$ cat config.mk
export PLATFORM = sky130hd
export DESIGN_NAME = bms_status_reg
export DESIGN_NICKNAME = d
export VERILOG_FILES = /design/src/common/bms_pkg.sv /design/src/core/bms_status_reg.sv
export SDC_FILE = /design/constraint.sdc
export NUM_CORES = 1
export LEC_CHECK = 0
export BUFFER_PORTS_ARGS = -buffer_cell sky130_fd_sc_hd__buf_2
export CAP_MARGIN = 25
export CORE_UTILIZATION = 56
export CTS_BUF_LIST = sky130_fd_sc_hd__clkbuf_2 sky130_fd_sc_hd__clkbuf_4 sky130_fd_sc_hd__clkbuf_8
export DETAILED_ROUTE_END_ITERATION = 8
export PLACE_DENSITY = 0.83
export SYNTH_ARGS = -nofsm -noshare
export SYNTH_HDL_FRONTEND = slang
export SYNTH_SLANG_ARGS = --single-unit
export TNS_END_PERCENT = 100
$ cat constraint.sdc
create_clock -name clk_in -period 2.25 [get_ports clk_in]
set_clock_uncertainty 0.05 [all_clocks]
set_input_delay 0.1125 -clock clk_in [delete_from_list [all_inputs] [get_ports clk_in]]
set_output_delay 0.1125 -clock clk_in [all_outputs]
set_load 0.05 [all_outputs]
$ cat src/common/bms_pkg.sv
// constants and types for the basic mode status register and its management slave
package bms_pkg;
  // bit positions of the basic mode status word
  localparam int BIT_T4 = 15;
  localparam int BIT_TX_FD = 14;
  localparam int BIT_TX_HD = 13;
  localparam int BIT_TE_FD = 12;
  localparam int BIT_TE_HD = 11;
  localparam int BIT_T2_FD = 10;
  localparam int BIT_T2_HD = 9;
  localparam int BIT_EXT_STATUS = 8;
  localparam int BIT_RESERVED = 7;
  localparam int BIT_PREAMBLE_SKIP = 6;
  localparam int BIT_AN_COMPLETE = 5;
  localparam int BIT_REMOTE_FAULT = 4;
  localparam int BIT_AN_ABILITY = 3;
  localparam int BIT_LINK_STATUS = 2;
  localparam int BIT_JABBER = 1;
  localparam int BIT_EXT_CAPABILITY = 0;
  // management register address of this register
  localparam logic [4:0] REG_BASIC_MODE_STATUS = 5'h01;
  // management frame fields
  localparam logic [1:0] OP_READ = 2'h2;
  localparam logic [1:0] OP_WRITE = 2'h1;
  localparam logic [1:0] TA_WRITE = 2'h2;
  localparam logic [5:0] PREAMBLE_ONES = 6'h20;
  localparam logic [4:0] OP_LAST = 5'h01;
  localparam logic [4:0] ADDR_LAST = 5'h09;
  localparam logic [4:0] DATA_LAST = 5'h0f;
  localparam logic [15:0] WORD_ZERO = 16'h0000;

  typedef struct packed {
    logic link_good;
    logic an_complete;
    logic remote_fault;
    logic jabber;
    logic speed_10;
  } bms_events_t;

  typedef enum logic [2:0] {
    ST_HUNT,
    ST_START,
    ST_OP,
    ST_ADDR,
    ST_TA,
    ST_DATA
  } bms_state_t;
endpackage

$ cat src/core/bms_status_reg.sv
// basic mode status register with its serial management slave
`timescale 1ns/1ps
`default_nettype none

// Functional notes
// - bit 15 always reads 0, no T4
// - bits 14,13 always read 1, TX duplexes
// - bits 12,11 always read 1, Te duplexes
// - bits 10,9 always read 0, no T2
// - bit 8 reads 1, extended status present
// - bit 7 reserved, reads 0, write 0
// - bit 6 reads 1, preamble may be skipped
// - bit 5 shows negotiation done, resets 0
// - bit 4 latches on remote fault event
// - remote fault clears on read or reset
// - bit 3 reads 1, negotiation capable
// - bit 2 link, cleared by any failure
// - link returns only after read while good
// - bit 1 jabber, set only at 10M
// - jabber latched until read or reset
// - bit 0 reads 1, extended registers
// - fixed bits ignore writes, keep value
module bms_status_reg #(
  parameter logic [4:0] PHY_ADDR = 5'h00
) (
  input wire logic clk_in,
  input wire logic rst_in,
  input wire logic mdc_in,
  input wire logic mdio_in,
  output logic mdio_out,
  output logic mdio_oe_out,
  input wire bms_pkg::bms_events_t ev_in,
  output logic [15:0] status_out
);

  logic mdc_s1;
  logic mdc_s2;
  logic mdc_s3;
  logic mdio_s1;
  logic mdio_s2;
  logic mdc_rise;
  logic bit_in;

  bms_pkg::bms_state_t state;
  logic [4:0] bit_cnt;
  logic [5:0] ones_cnt;
  logic [9:0] shift_in;
  logic [9:0] addr_full;
  logic [15:0] out_shift;
  logic need_pre;
  logic is_read;
  logic sel;
  logic snap;
  logic read_done;
  logic reg_hit;
  logic reg_match;

  logic an_done;
  logic remote_fault;
  logic remote_fault_new;
  logic jabber;
  logic jabber_new;
  logic link_up;
  logic link_fail_new;
  logic jabber_event;
  logic [15:0] status_word;

  // pins from the management master are asynchronous to clk_in
  always_ff @(posedge clk_in or posedge rst_in) begin
    if (rst_in) begin
      mdc_s1 <= 1'b0;
      mdc_s2 <= 1'b0;
      mdc_s3 <= 1'b0;
      mdio_s1 <= 1'b1;
      mdio_s2 <= 1'b1;
    end else begin
      mdc_s1 <= mdc_in;
      mdc_s2 <= mdc_s1;
      mdc_s3 <= mdc_s2;
      mdio_s1 <= mdio_in;
      mdio_s2 <= mdio_s1;
    end
  end

  assign mdc_rise = mdc_s2 & ~mdc_s3;
  assign bit_in = mdio_s2;
  assign addr_full = {shift_in[8:0], bit_in};
  // register field of the address shift, valid at the last address bit
  assign reg_match = (addr_full[4:0] == bms_pkg::REG_BASIC_MODE_STATUS);
  // jabber has meaning only in 10 Mb/s operation
  assign jabber_event = ev_in.jabber & ev_in.speed_10;

  // the word is built from constants and the status latches, so bus writes can never alter it
  always_comb begin
    status_word = bms_pkg::WORD_ZERO;
    status_word[bms_pkg::BIT_T4] = 1'b0;
    status_word[bms_pkg::BIT_TX_FD] = 1'b1;
    status_word[bms_pkg::BIT_TX_HD] = 1'b1;
    status_word[bms_pkg::BIT_TE_FD] = 1'b1;
    status_word[bms_pkg::BIT_TE_HD] = 1'b1;
    status_word[bms_pkg::BIT_T2_FD] = 1'b0;
    status_word[bms_pkg::BIT_T2_HD] = 1'b0;
    status_word[bms_pkg::BIT_EXT_STATUS] = 1'b1;
    status_word[bms_pkg::BIT_RESERVED] = 1'b0;
    status_word[bms_pkg::BIT_PREAMBLE_SKIP] = 1'b1;
    status_word[bms_pkg::BIT_AN_COMPLETE] = an_done;
    status_word[bms_pkg::BIT_REMOTE_FAULT] = remote_fault;
    status_word[bms_pkg::BIT_AN_ABILITY] = 1'b1;
    status_word[bms_pkg::BIT_LINK_STATUS] = link_up;
    status_word[bms_pkg::BIT_JABBER] = jabber;
    status_word[bms_pkg::BIT_EXT_CAPABILITY] = 1'b1;
  end

  always_ff @(posedge clk_in or posedge rst_in) begin
    if (rst_in) begin
      an_done <= 1'b0;
    end else begin
      an_done <= ev_in.an_complete;
    end
  end

  // events after the snapshot must survive the clear at read end
  always_ff @(posedge clk_in or posedge rst_in) begin
    if (rst_in) begin
      remote_fault <= 1'b0;
      remote_fault_new <= 1'b0;
    end else begin
      if (read_done) begin
        remote_fault <= remote_fault_new | ev_in.remote_fault;
      end else if (ev_in.remote_fault) begin
        remote_fault <= 1'b1;
      end
      if (snap) begin
        remote_fault_new <= ev_in.remote_fault;
      end else if (ev_in.remote_fault) begin
        remote_fault_new <= 1'b1;
      end
    end
  end

  always_ff @(posedge clk_in or posedge rst_in) begin
    if (rst_in) begin
      jabber <= 1'b0;
      jabber_new <= 1'b0;
    end else begin
      if (read_done) begin
        jabber <= jabber_new | jabber_event;
      end else if (jabber_event) begin
        jabber <= 1'b1;
      end
      if (snap) begin
        jabber_new <= jabber_event;
      end else if (jabber_event) begin
        jabber_new <= 1'b1;
      end
    end
  end

  // a failure since the snapshot keeps the bit low after that read
  always_ff @(posedge clk_in or posedge rst_in) begin
    if (rst_in) begin
      link_up <= 1'b0;
      link_fail_new <= 1'b0;
    end else begin
      if (read_done) begin
        link_up <= ev_in.link_good & ~link_fail_new;
      end else if (!ev_in.link_good) begin
        link_up <= 1'b0;
      end
      if (snap) begin
        link_fail_new <= ~ev_in.link_good;
      end else if (!ev_in.link_good) begin
        link_fail_new <= 1'b1;
      end
    end
  end

  always_ff @(posedge clk_in or posedge rst_in) begin
    if (rst_in) begin
      status_out <= bms_pkg::WORD_ZERO;
    end else begin
      status_out <= status_word;
    end
  end

  // frame engine; mdc must be well below clk_in/4 for the synchroniser
  always_ff @(posedge clk_in or posedge rst_in) begin
    if (rst_in) begin
      state <= bms_pkg::ST_HUNT;
      bit_cnt <= 5'h00;
      ones_cnt <= 6'h00;
      shift_in <= 10'h000;
      need_pre <= 1'b1;
      is_read <= 1'b0;
      sel <= 1'b0;
      reg_hit <= 1'b0;
      snap <= 1'b0;
      read_done <= 1'b0;
    end else begin
      snap <= 1'b0;
      read_done <= 1'b0;
      if (mdc_rise) begin
        case (state)
          bms_pkg::ST_HUNT: begin
            if (bit_in) begin
              if (ones_cnt != bms_pkg::PREAMBLE_ONES) begin
                ones_cnt <= ones_cnt + 6'h01;
              end
              if (ones_cnt == bms_pkg::PREAMBLE_ONES - 6'h01) begin
                need_pre <= 1'b0;
              end
            end else begin
              ones_cnt <= 6'h00;
              // a start without preamble is taken once one has been seen
              if (!need_pre) begin
                state <= bms_pkg::ST_START;
              end
            end
          end
          bms_pkg::ST_START: begin
            bit_cnt <= 5'h00;
            state <= bit_in ? bms_pkg::ST_OP : bms_pkg::ST_HUNT;
          end
          bms_pkg::ST_OP: begin
            shift_in <= addr_full;
            if (bit_cnt == bms_pkg::OP_LAST) begin
              bit_cnt <= 5'h00;
              if ({shift_in[0], bit_in} == bms_pkg::OP_READ) begin
                is_read <= 1'b1;
                state <= bms_pkg::ST_ADDR;
              end else if ({shift_in[0], bit_in} == bms_pkg::OP_WRITE) begin
                is_read <= 1'b0;
                state <= bms_pkg::ST_ADDR;
              end else begin
                need_pre <= 1'b1;
                state <= bms_pkg::ST_HUNT;
              end
            end else begin
              bit_cnt <= bit_cnt + 5'h01;
            end
          end
          bms_pkg::ST_ADDR: begin
            shift_in <= addr_full;
            if (bit_cnt == bms_pkg::ADDR_LAST) begin
              bit_cnt <= 5'h00;
              sel <= (addr_full[9:5] == PHY_ADDR);
              state <= bms_pkg::ST_TA;
              // other registers and other phys leave the latches alone
              reg_hit <= is_read && (addr_full[9:5] == PHY_ADDR) && reg_match;
              if (is_read && (addr_full[9:5] == PHY_ADDR) && reg_match) begin
                snap <= 1'b1;
              end
            end else begin
              bit_cnt <= bit_cnt + 5'h01;
            end
          end
          bms_pkg::ST_TA: begin
            if (bit_cnt == 5'h00) begin
              shift_in <= addr_full;
              bit_cnt <= 5'h01;
            end else begin
              bit_cnt <= 5'h00;
              if (!is_read && {shift_in[0], bit_in} != bms_pkg::TA_WRITE) begin
                need_pre <= 1'b1;
                state <= bms_pkg::ST_HUNT;
              end else begin
                state <= bms_pkg::ST_DATA;
              end
            end
          end
          bms_pkg::ST_DATA: begin
            // write data is clocked past and dropped
            if (bit_cnt == bms_pkg::DATA_LAST) begin
              bit_cnt <= 5'h00;
              state <= bms_pkg::ST_HUNT;
              if (reg_hit) begin
                read_done <= 1'b1;
              end
            end else begin
              bit_cnt <= bit_cnt + 5'h01;
            end
          end
          default: begin
            state <= bms_pkg::ST_HUNT;
          end
        endcase
      end
    end
  end

  // pin driver kept apart so the drive timing reads on its own
  always_ff @(posedge clk_in or posedge rst_in) begin
    if (rst_in) begin
      out_shift <= bms_pkg::WORD_ZERO;
      mdio_out <= 1'b0;
      mdio_oe_out <= 1'b0;
    end else if (mdc_rise) begin
      case (state)
        bms_pkg::ST_ADDR: begin
          // the latched value goes out; clearing waits for read end
          if (bit_cnt == bms_pkg::ADDR_LAST) begin
            if (reg_match) begin
              out_shift <= status_word;
            end else begin
              out_shift <= bms_pkg::WORD_ZERO;
            end
          end
        end
        bms_pkg::ST_TA: begin
          if (is_read && sel) begin
            // first turnaround bit: take the line and hold it low
            if (bit_cnt == 5'h00) begin
              mdio_oe_out <= 1'b1;
              mdio_out <= 1'b0;
            end else begin
              mdio_out <= out_shift[15];
              out_shift <= {out_shift[14:0], 1'b0};
            end
          end
        end
        bms_pkg::ST_DATA: begin
          if (bit_cnt == bms_pkg::DATA_LAST) begin
            mdio_oe_out <= 1'b0;
            mdio_out <= 1'b0;
          end else if (is_read && sel) begin
            mdio_out <= out_shift[15];
            out_shift <= {out_shift[14:0], 1'b0};
          end
        end
        default: begin
          // nothing drives outside the read phases
          mdio_oe_out <= 1'b0;
          mdio_out <= 1'b0;
        end
      endcase
    end
  end

endmodule

`default_nettype wire

==> results of run 1 <==
## power breakdown
group | switching [mW] | internal, mW
clock | 0.473 | 0.430
combinational | 0.577 | 0.526
sequential | 0.175 | 1.29
total | 1.23 | 2.25
## final cells by class
| cell class | count | area [um2] | area share |
|---|---|---|---|
| clock buffers | 10 | 138 | 0.0358 |
| repair buffers | 59 | 424 | 0.110 |
| multi-input cells | 197 | 1460 | 0.380 |
| clock inverters | 6 | 42.5 | 0.0111 |
| flip-flops and latches | 64 | 1610 | 0.417 |
| inverters | 23 | 86.3 | 0.0224 |
| well taps | 72 | 90.1 | 0.0234 |
## state kept, by name (all words and copies together) (netlist names), 3 cells and up
| name | cells |
|---|---|
| state | 3 |
| status_out | 5 |
| out_shift | 16 |
| shift_in | 9 |
| bit_cnt | 5 |
| ones_cnt | 6 |
## routing by layer
metal / global-route usage / wire length (um) / up-vias
li1: - / - / 1157
met5: 0 / 0 / -
met2: 0.350 / 3210 / 87
met3: 0.0553 / 376 / 16
met1: 0.319 / 3000 / 1205
met4: 0.128 / 150 / 0
## Yosys cell counts, types with 2 or more instances
library cell / n / area share
nor3_1: 7 / 0.011
nand4b_1: 2 / 0.0054
mux2_2: 17 / 0.059
conb_1: 2 / 0.0023
a21o_1: 5 / 0.012
a21oi_1: 9 / 0.014
or2_2: 3 / 0.0058
o21ai_0: 17 / 0.026
inv_1: 23 / 0.027
nand3_1: 5 / 0.0078
nor4b_1: 3 / 0.0082
a2bb2oi_1: 2 / 0.0054
a211oi_1: 3 / 0.0070
nor4_1: 3 / 0.0058
o31ai_1: 4 / 0.0093
mux2i_1: 12 / 0.037
or4_1: 2 / 0.0047
a22o_1: 4 / 0.011
dfstp_2: 3 / 0.024
and2_1: 5 / 0.0097
dfrtp_1: 61 / 0.47
o211ai_1: 2 / 0.0047
nand2_1: 25 / 0.029
and3_1: 3 / 0.0058
nand4_1: 3 / 0.0058
clkbuf_1: 9 / 0.010
nor3b_1: 2 / 0.0047
o221ai_1: 2 / 0.0054
nor2b_1: 5 / 0.0097
ha_1: 9 / 0.035
nor2_1: 10 / 0.012
buf_4: 12 / 0.028
nand2b_1: 7 / 0.014
## worst max-delay path: stages (launching register included)
cell     delay [ns]
dfrtp_1        0.43
inv_2          0.10
ha_4           0.12
or4b_4         0.47
or3_4          0.43
a21oi_4        0.29
mux2_4         0.35
## metrics by stage
| stage | setup slack, ns | cell area (um2) | cells | util |
|---|---|---|---|---|
| final | -0.105 | 3850 | 431 | 0.695 |
| after global routing | -0.143 | 3850 | 431 | 0.695 |
| after CTS | -0.0434 | 3760 | 429 | 0.679 |
| after detailed placement | -0.0661 | 3490 | 403 | 0.629 |
| after global placement | -0.00952 | 3490 | 403 | 0.629 |
| after floorplan | 0.00349 | 3230 | 307 | - |
## what timing repair did
| item | in CTS | in global routing |
|---|---|---|
| pin swaps | 1 | 4 |
| endpoints found under the hold margin | 32 | 0 |
| gates resized for setup | 0 | 17 |
| cloned | 1 | 0 |
| setup buffers | 1 | 2 |
| setup endpoints to repair | 9 | 25 |
| hold buffers | 8 | 0 |
## how the worst max path moves through the flow
stage | endpoint | startpoint | slack, ns | cells past startpoint
6_report | shift_in[4] | bit_cnt[0] | -0.11 | 6
5_1_grt | shift_in[4] | bit_cnt[0] | -0.14 | 6
4_1_cts | shift_in[4] | bit_cnt[0] | -0.04 | 6
3_5_place_dp | shift_in[4] | bit_cnt[1] | -0.07 | 6
3_3_place_gp | shift_in[8] | bit_cnt[0] | -0.01 | 6
2_1_floorplan | out_shift[8] | bit_cnt[0] | 0.003 | 7
## cell families (layout without fill, tap and decap cells)
| family | after synthesis | after routing |
|---|---|---|
| flops | 64 | 64 |
| xor+xnor | 2 | 2 |
| simple gates | 91 | 91 |
| compound gates | 60 | 61 |
| buf+inv | 47 | 98 |
| other cells | 2 | 5 |
| fa+ha+maj | 9 | 9 |
| mux | 29 | 29 |
==> summary.txt, run 1 <==
Logic synthesis
  • Mux contribution to synthesized area: 0.0967
  • Unique masters post-synth: 56
  • Sequential share of the synthesized area: 0.498
  • Compound-Gate Fraction of Synth Area: 0.131
  • Post-Synth XOR/XNOR Area: 0.00544
  • Adder-Cell Fraction of Synth Area: 0.0350
  • Ys async rst share: 1.00
  • Synth Warn #: 0
  • Simple-Gate Fraction of Synth Area: 0.157
  • Synth Area per Inst: 10.6 um2
  • Ys flop type: dfrtp_1
  • Gate Count Post-Synth: between 300 and 400
  • Post-Syn Area: about 3200 um2
  • Combinational family with the most area after synthesis: simple AND/OR/NAND/NOR gates
  • Seq cells post-synth: 64
  • Post-synth EDFFs: 0

Die
  • Core area: about 5500 um2
  • Die H: a little under 80 um
  • Row cnt: 27
  • Initial Util: 0.581
  • Boundary Pins: 27
  • Die area: around 6000 um2
  • Chip width: ~78 um

Setup path
  • Worst setup EP type: register
  • Worst R2R Path Depth: 6
  • CP Class: register to register
  • Worst EP arrival: 2.53 ns
  • Worst EP required: 2.43 ns
  • Setup crit start kind: register
  • Worst r2r src: bit_cnt[0]
  • Reg-to-reg endpoint: shift_in[4]
  • Setup slack, reg-to-reg: -0.11 ns
  • Crit-path max FO: 5

Layout
  • Layout cell share with drive strength beyond 1: 0.284
  • Final net count: between 300 and 400
  • Commonest non-fill, non-tap cell in the layout: dfrtp_1
  • Antenna Cells: 0
  • Synth-to-layout area growth: 19.5%
  • Fill cells: roughly 400
  • Commonest cells after routing, fill and taps aside: 61 x dfrtp_1, 27 x buf_4, 25 x nand2_1

Hold path
  • HP Class: register to register
  • Hold path depth: 0
  • Hold Path Sink: mdc_s2
  • Worst min-delay path startpoint: mdc_s1

Timing
  • # setup viols final: 10
  • Tcrit/Tclk final: 1.05
  • Unrepaired setup endpoints after global routing: yes
  • Relative slew slack: 0.586
  • F_max: between 0.4 and 0.5 GHz
  • Fin worst setup slack: -0.105 ns
  • Tmin final: between 2 and 2.5 ns
  • Final Max Tran Viols: 0
  • Final hold viol count: 0
  • Setup_tns: -0.452 ns
  • Hold WS: ~0.30 ns
  • Worst-Margin Slew: a little over 0.6 ns

Power and ir drop
  • Final total power: ~3.5 mW
  • Leakage: roughly 1.8 nW
  • Pwr dens: ~900 nW/um2
  • Maximum VDD drop: approximately 0.77 mV

Placement
  • IO buf count: 22
  • Hpwl dp: between 4 and 5 mm
  • Gpl congestion: 0.873

Clock tree
  • CTS Sinks: 64
  • CTS tree: yes
  • Clock Latency Late Sink: roughly 0.35 ns
  • Clk slew on worst S/H paths: 0.08 ns
  • Max Buffers Root-to-Sink: 2
  • CTS Buf Count: 9
  • Clk root buf: clkbuf_8
  • H-tree levels: 3

Run status
  • Failing checks: setup timing
  • Status: complete, but fails checks

Routing
  • Initial drt markers: ~190
  • Drc violations: 0
  • Wirelength per Cell: between 15 and 20 um
  • Detailed-route via count: ~2500
  • Drt total wl: slightly below 7 mm
  • Vias per inst: 5.72
  • Routed Antenna Nets: 0
  • First-pass DRT Iterations: 5

Global route
  • First-pass GRT wire length: between 10 and 15 mm
  • Largest net degree at the start of global routing: 39
  • GRT Total Usage: 0.236
  • Initial antenna violation count: 0
  • Vias in the first global route: ~2400
  • Grt ovf: 0

Flow run
  • Total of max-cap violations: 0
Note: power is estimated with default switching activity, not from simulation.
==> run 2: changes to the inputs <==
- CORE_ASPECT_RATIO: unset -> 1.4
- CTS_CLUSTER_SIZE: unset -> 25
==> run 2 against run 1 <==
First-iteration DRC count fell by 20%. Largest power group unchanged. The run still ends with setup timing left. Critical path type unchanged. Sequential share of layout area is 0.42 points lower. Register-to-register slack improved by 0.10 ns. Sequential cell count unchanged. Hold slack gained 0.0017 ns. Utilization increased by 0.89 points. Setup slack gained 0.10 ns. Cell count unchanged.
==> summary.txt, run 2 (synthesis results as in run 1) <==
Timing
  • Final hold viol count: 0 (unchanged)
  • Fin worst setup slack: -0.00551 ns (+0.0997 ns)
  • Worst-Margin Slew: 0.610 ns (-0.00223 ns)
  • Final Max Tran Viols: 0 (unchanged)
  • Tmin final: 2.26 ns (-0.0997 ns)
  • Unrepaired setup endpoints after global routing: yes
  • Relative slew slack: 0.593 (+0.00665)
  • Hold WS: 0.301 ns (+0.00171 ns)
  • Tcrit/Tclk final: 1.00 (-0.0443)
  • Setup_tns: -0.0166 ns (+0.435 ns)
  • F_max: 0.443 GHz (+4.4%)
  • # setup viols final: 6 (-4)

Setup path
  • Crit-path max FO: 5 (unchanged)
  • Worst EP arrival: 2.43 ns (-0.10 ns)
  • Setup crit start kind: register
  • Crit-path slowest cell: or4b_4
  • Worst setup EP type: register
  • Worst r2r src: bit_cnt[0]
  • Slowest Stage Delay on Critical Path: 0.49 ns (+0.02 ns)
  • CP Class: register to register
  • Worst R2R Path Depth: 6 (unchanged)
  • Reg-to-reg endpoint: shift_in[7]
  • Worst EP required: 2.43 ns (about the same)
  • CP Launch Point: bit_cnt[0]
  • Setup slack, reg-to-reg: -0.006 ns (+0.10 ns)
  • Critical path cell sequence: inv_2 > ha_4 > or4b_4 > or3_4 > a21oi_4 > mux2_4

Layout
  • Antenna Cells: 0 (unchanged)
  • Final net count: 376 (+1.1%)
  • Synth-to-layout area growth: 20.7%
  • Fill cells: 398 (-1.2%)
  • Commonest cells after routing, fill and taps aside: 61 x dfrtp_1, 31 x buf_4, 25 x nand2_1
  • Layout cell share with drive strength beyond 1: 0.309 (+0.0244)
  • Register area: 1610 um2 (unchanged)
  • Footprint of the multi-input gates: 1490 um2 (+1.6%)
  • Final instance area: 3890 um2 (+1.0%)
  • Largest register FFs: 16 (unchanged)
  • Commonest non-fill, non-tap cell in the layout: dfrtp_1
  • Largest regs: out_shift (16), shift_in (9), ones_cnt (6)
  • Largest Register: out_shift
  • Layout Cells excl Fill: 431 (unchanged)

Global route
  • First-pass GRT wire length: 11.0 mm (+1.1%)
  • GRT Total Usage: 0.244 (+0.00840)
  • Largest net degree at the start of global routing: 37 (-5.1%)
  • Grt ovf: 0 (unchanged)
  • Initial antenna violation count: 0 (unchanged)
  • Vias in the first global route: 2484 (+5.3%)

Placement
  • Dpl cells: 403 (unchanged)
  • Hpwl dp: 4.59 mm (+6.1%)
  • IO buf count: 22 (unchanged)
  • Gpl congestion: 0.899 (+3.0%)
  • DP Area: 3510 um2 (+0.72%)

Routing
  • Routed Antenna Nets: 0 (unchanged)
  • Drc violations: 0 (unchanged)
  • Metal3 WL: 262 um (-30%)
  • DR top layer: met4
  • Vias per inst: 5.71 (about the same)
  • Wirelength per Cell: 16.0 um (+2.2%)
  • DR WL met2: 3.65 mm (+14%)
  • Detailed-route via count: 2463 (-0.081%)
  • Length of routed wiring on met1: 2.76 mm (-8.2%)
  • Initial drt markers: 148 (-20%)
  • Drt total wl: 6.89 mm (+2.2%)
  • First-pass DRT Iterations: 4 (-1)

Power and ir drop
  • Int Power: 2.25 mW (+0.38%)
  • Switch share: 0.346 (-0.00701)
  • Comb power frac: 0.327 (+0.009)
  • Pwr dens: 887 nW/um2 (-1.7%)
  • Flop pwr share: 0.415 (-0.007)
  • Leakage: 1.82 nW (+0.50%)
  • Psw: 1.19 mW (-2.7%)
  • Maximum VDD drop: 0.502 mV (-35%)
  • Clk pwr share: 0.258 (-0.002)

Die
  • Initial Util: 0.583 (+0.00158)
  • Chip width: 66.1 um (-15%)
  • Core area: 5530 um2 (-0.27%)
  • Die H: 91.7 um (+18%)
  • Die area: 6060 um2 (about the same)
  • Boundary Pins: 27 (unchanged)
  • Row cnt: 32 (+19%)

Hold path
  • Hold Path Sink: mdc_s2
  • Hold path depth: 0 (unchanged)
  • HP Class: register to register
  • Worst min-delay path startpoint: mdc_s1

Clock tree
  • H-tree levels: 3 (unchanged)
  • Clk slew on worst S/H paths: 0.07 ns (about the same)
  • Clock Latency Late Sink: 0.35 ns (about the same)
  • Clk root buf: clkbuf_8
  • CTS Sinks: 64 (unchanged)
  • CTS Buf Count: 9 (unchanged)
  • CTS tree: yes
  • Max Buffers Root-to-Sink: 2 (unchanged)

Run status
  • Status: complete, but fails checks
  • Failing checks: setup timing

Flow run
  • Total of max-cap violations: 0 (unchanged)
==> run 2: changes by cell type in the layout (fill, tap and decap cells not counted), moves of 2 or more <==
cell    previous run  this run
ha_1               8         6
mux2_2             9        12
buf_4             27        31
ha_2               0         2
mux2_4             8         5
==> run 2: area by class of cell <==
class	count	share of cell area
clock buffers	10	0.0354
clock inverters	6	0.0113
inverters	23	0.0222
multi-input cells	198	0.382
flip-flops and latches	64	0.413
well taps	68	0.0219
repair buffers	62	0.114
==> run 2: worst max-delay path by stage <==
stage / to / depth (start not counted)
2_1_floorplan: out_shift[8] / 7
4_1_cts: shift_in[5] / 6
6_report: shift_in[7] / 6
3_3_place_gp: shift_in[7] / 6
3_5_place_dp: out_shift[12] / 7
5_1_grt: shift_in[7] / 6
==> run 2: through the flow <==
| stage | utilization | total power [mW] | setup WS, ns |
|---|---|---|---|
| after floorplan | - | 2.11 | 0.00349 |
| after global placement | 0.635 | 2.41 | 0.0319 |
| after detailed placement | 0.635 | 2.45 | -0.0461 |
| after CTS | 0.692 | 3.42 | -0.0218 |
| after global routing | 0.704 | 3.65 | -0.0713 |
| final | 0.704 | 3.45 | -0.00551 |
==> run 2: repair_timing <==
action	CTS	global route
pin swaps	1	4
gates resized for setup	8	11
cloned	1	1
buffers inserted	1	1
endpoints found under the setup margin	23	27
hold endpoints to repair	34	0
hold buffers	8	0
==> run 2: layer usage <==
metal,GRT usage,vias up
met5,0,-
met2,0.414,59
met4,0.138,0
met3,0.0609,22
met1,0.270,1220
li1,-,1162
==> run 2: critical path, delay by kind of cell, from the launching register on <==
kind                     cells  cell delay [ns]
AND/OR/NAND/NOR              2             0.87
flip-flops                   1             0.40
multiplexers                 1             0.33
AO/OA/AOI/OAI                1             0.27
adder cells (fa/ha/maj)      1             0.13
buffers and inverters        1             0.09
==> run 2: power by group through the flow <==
stage	logic [mW]	registers, mW	clock network [mW]
after global routing	1.24	1.45	0.962
after detailed placement	1.01	1.44	0
after CTS	1.08	1.42	0.909
after global placement	0.976	1.43	0
final	1.13	1.43	0.888
after floorplan	0.699	1.41	0
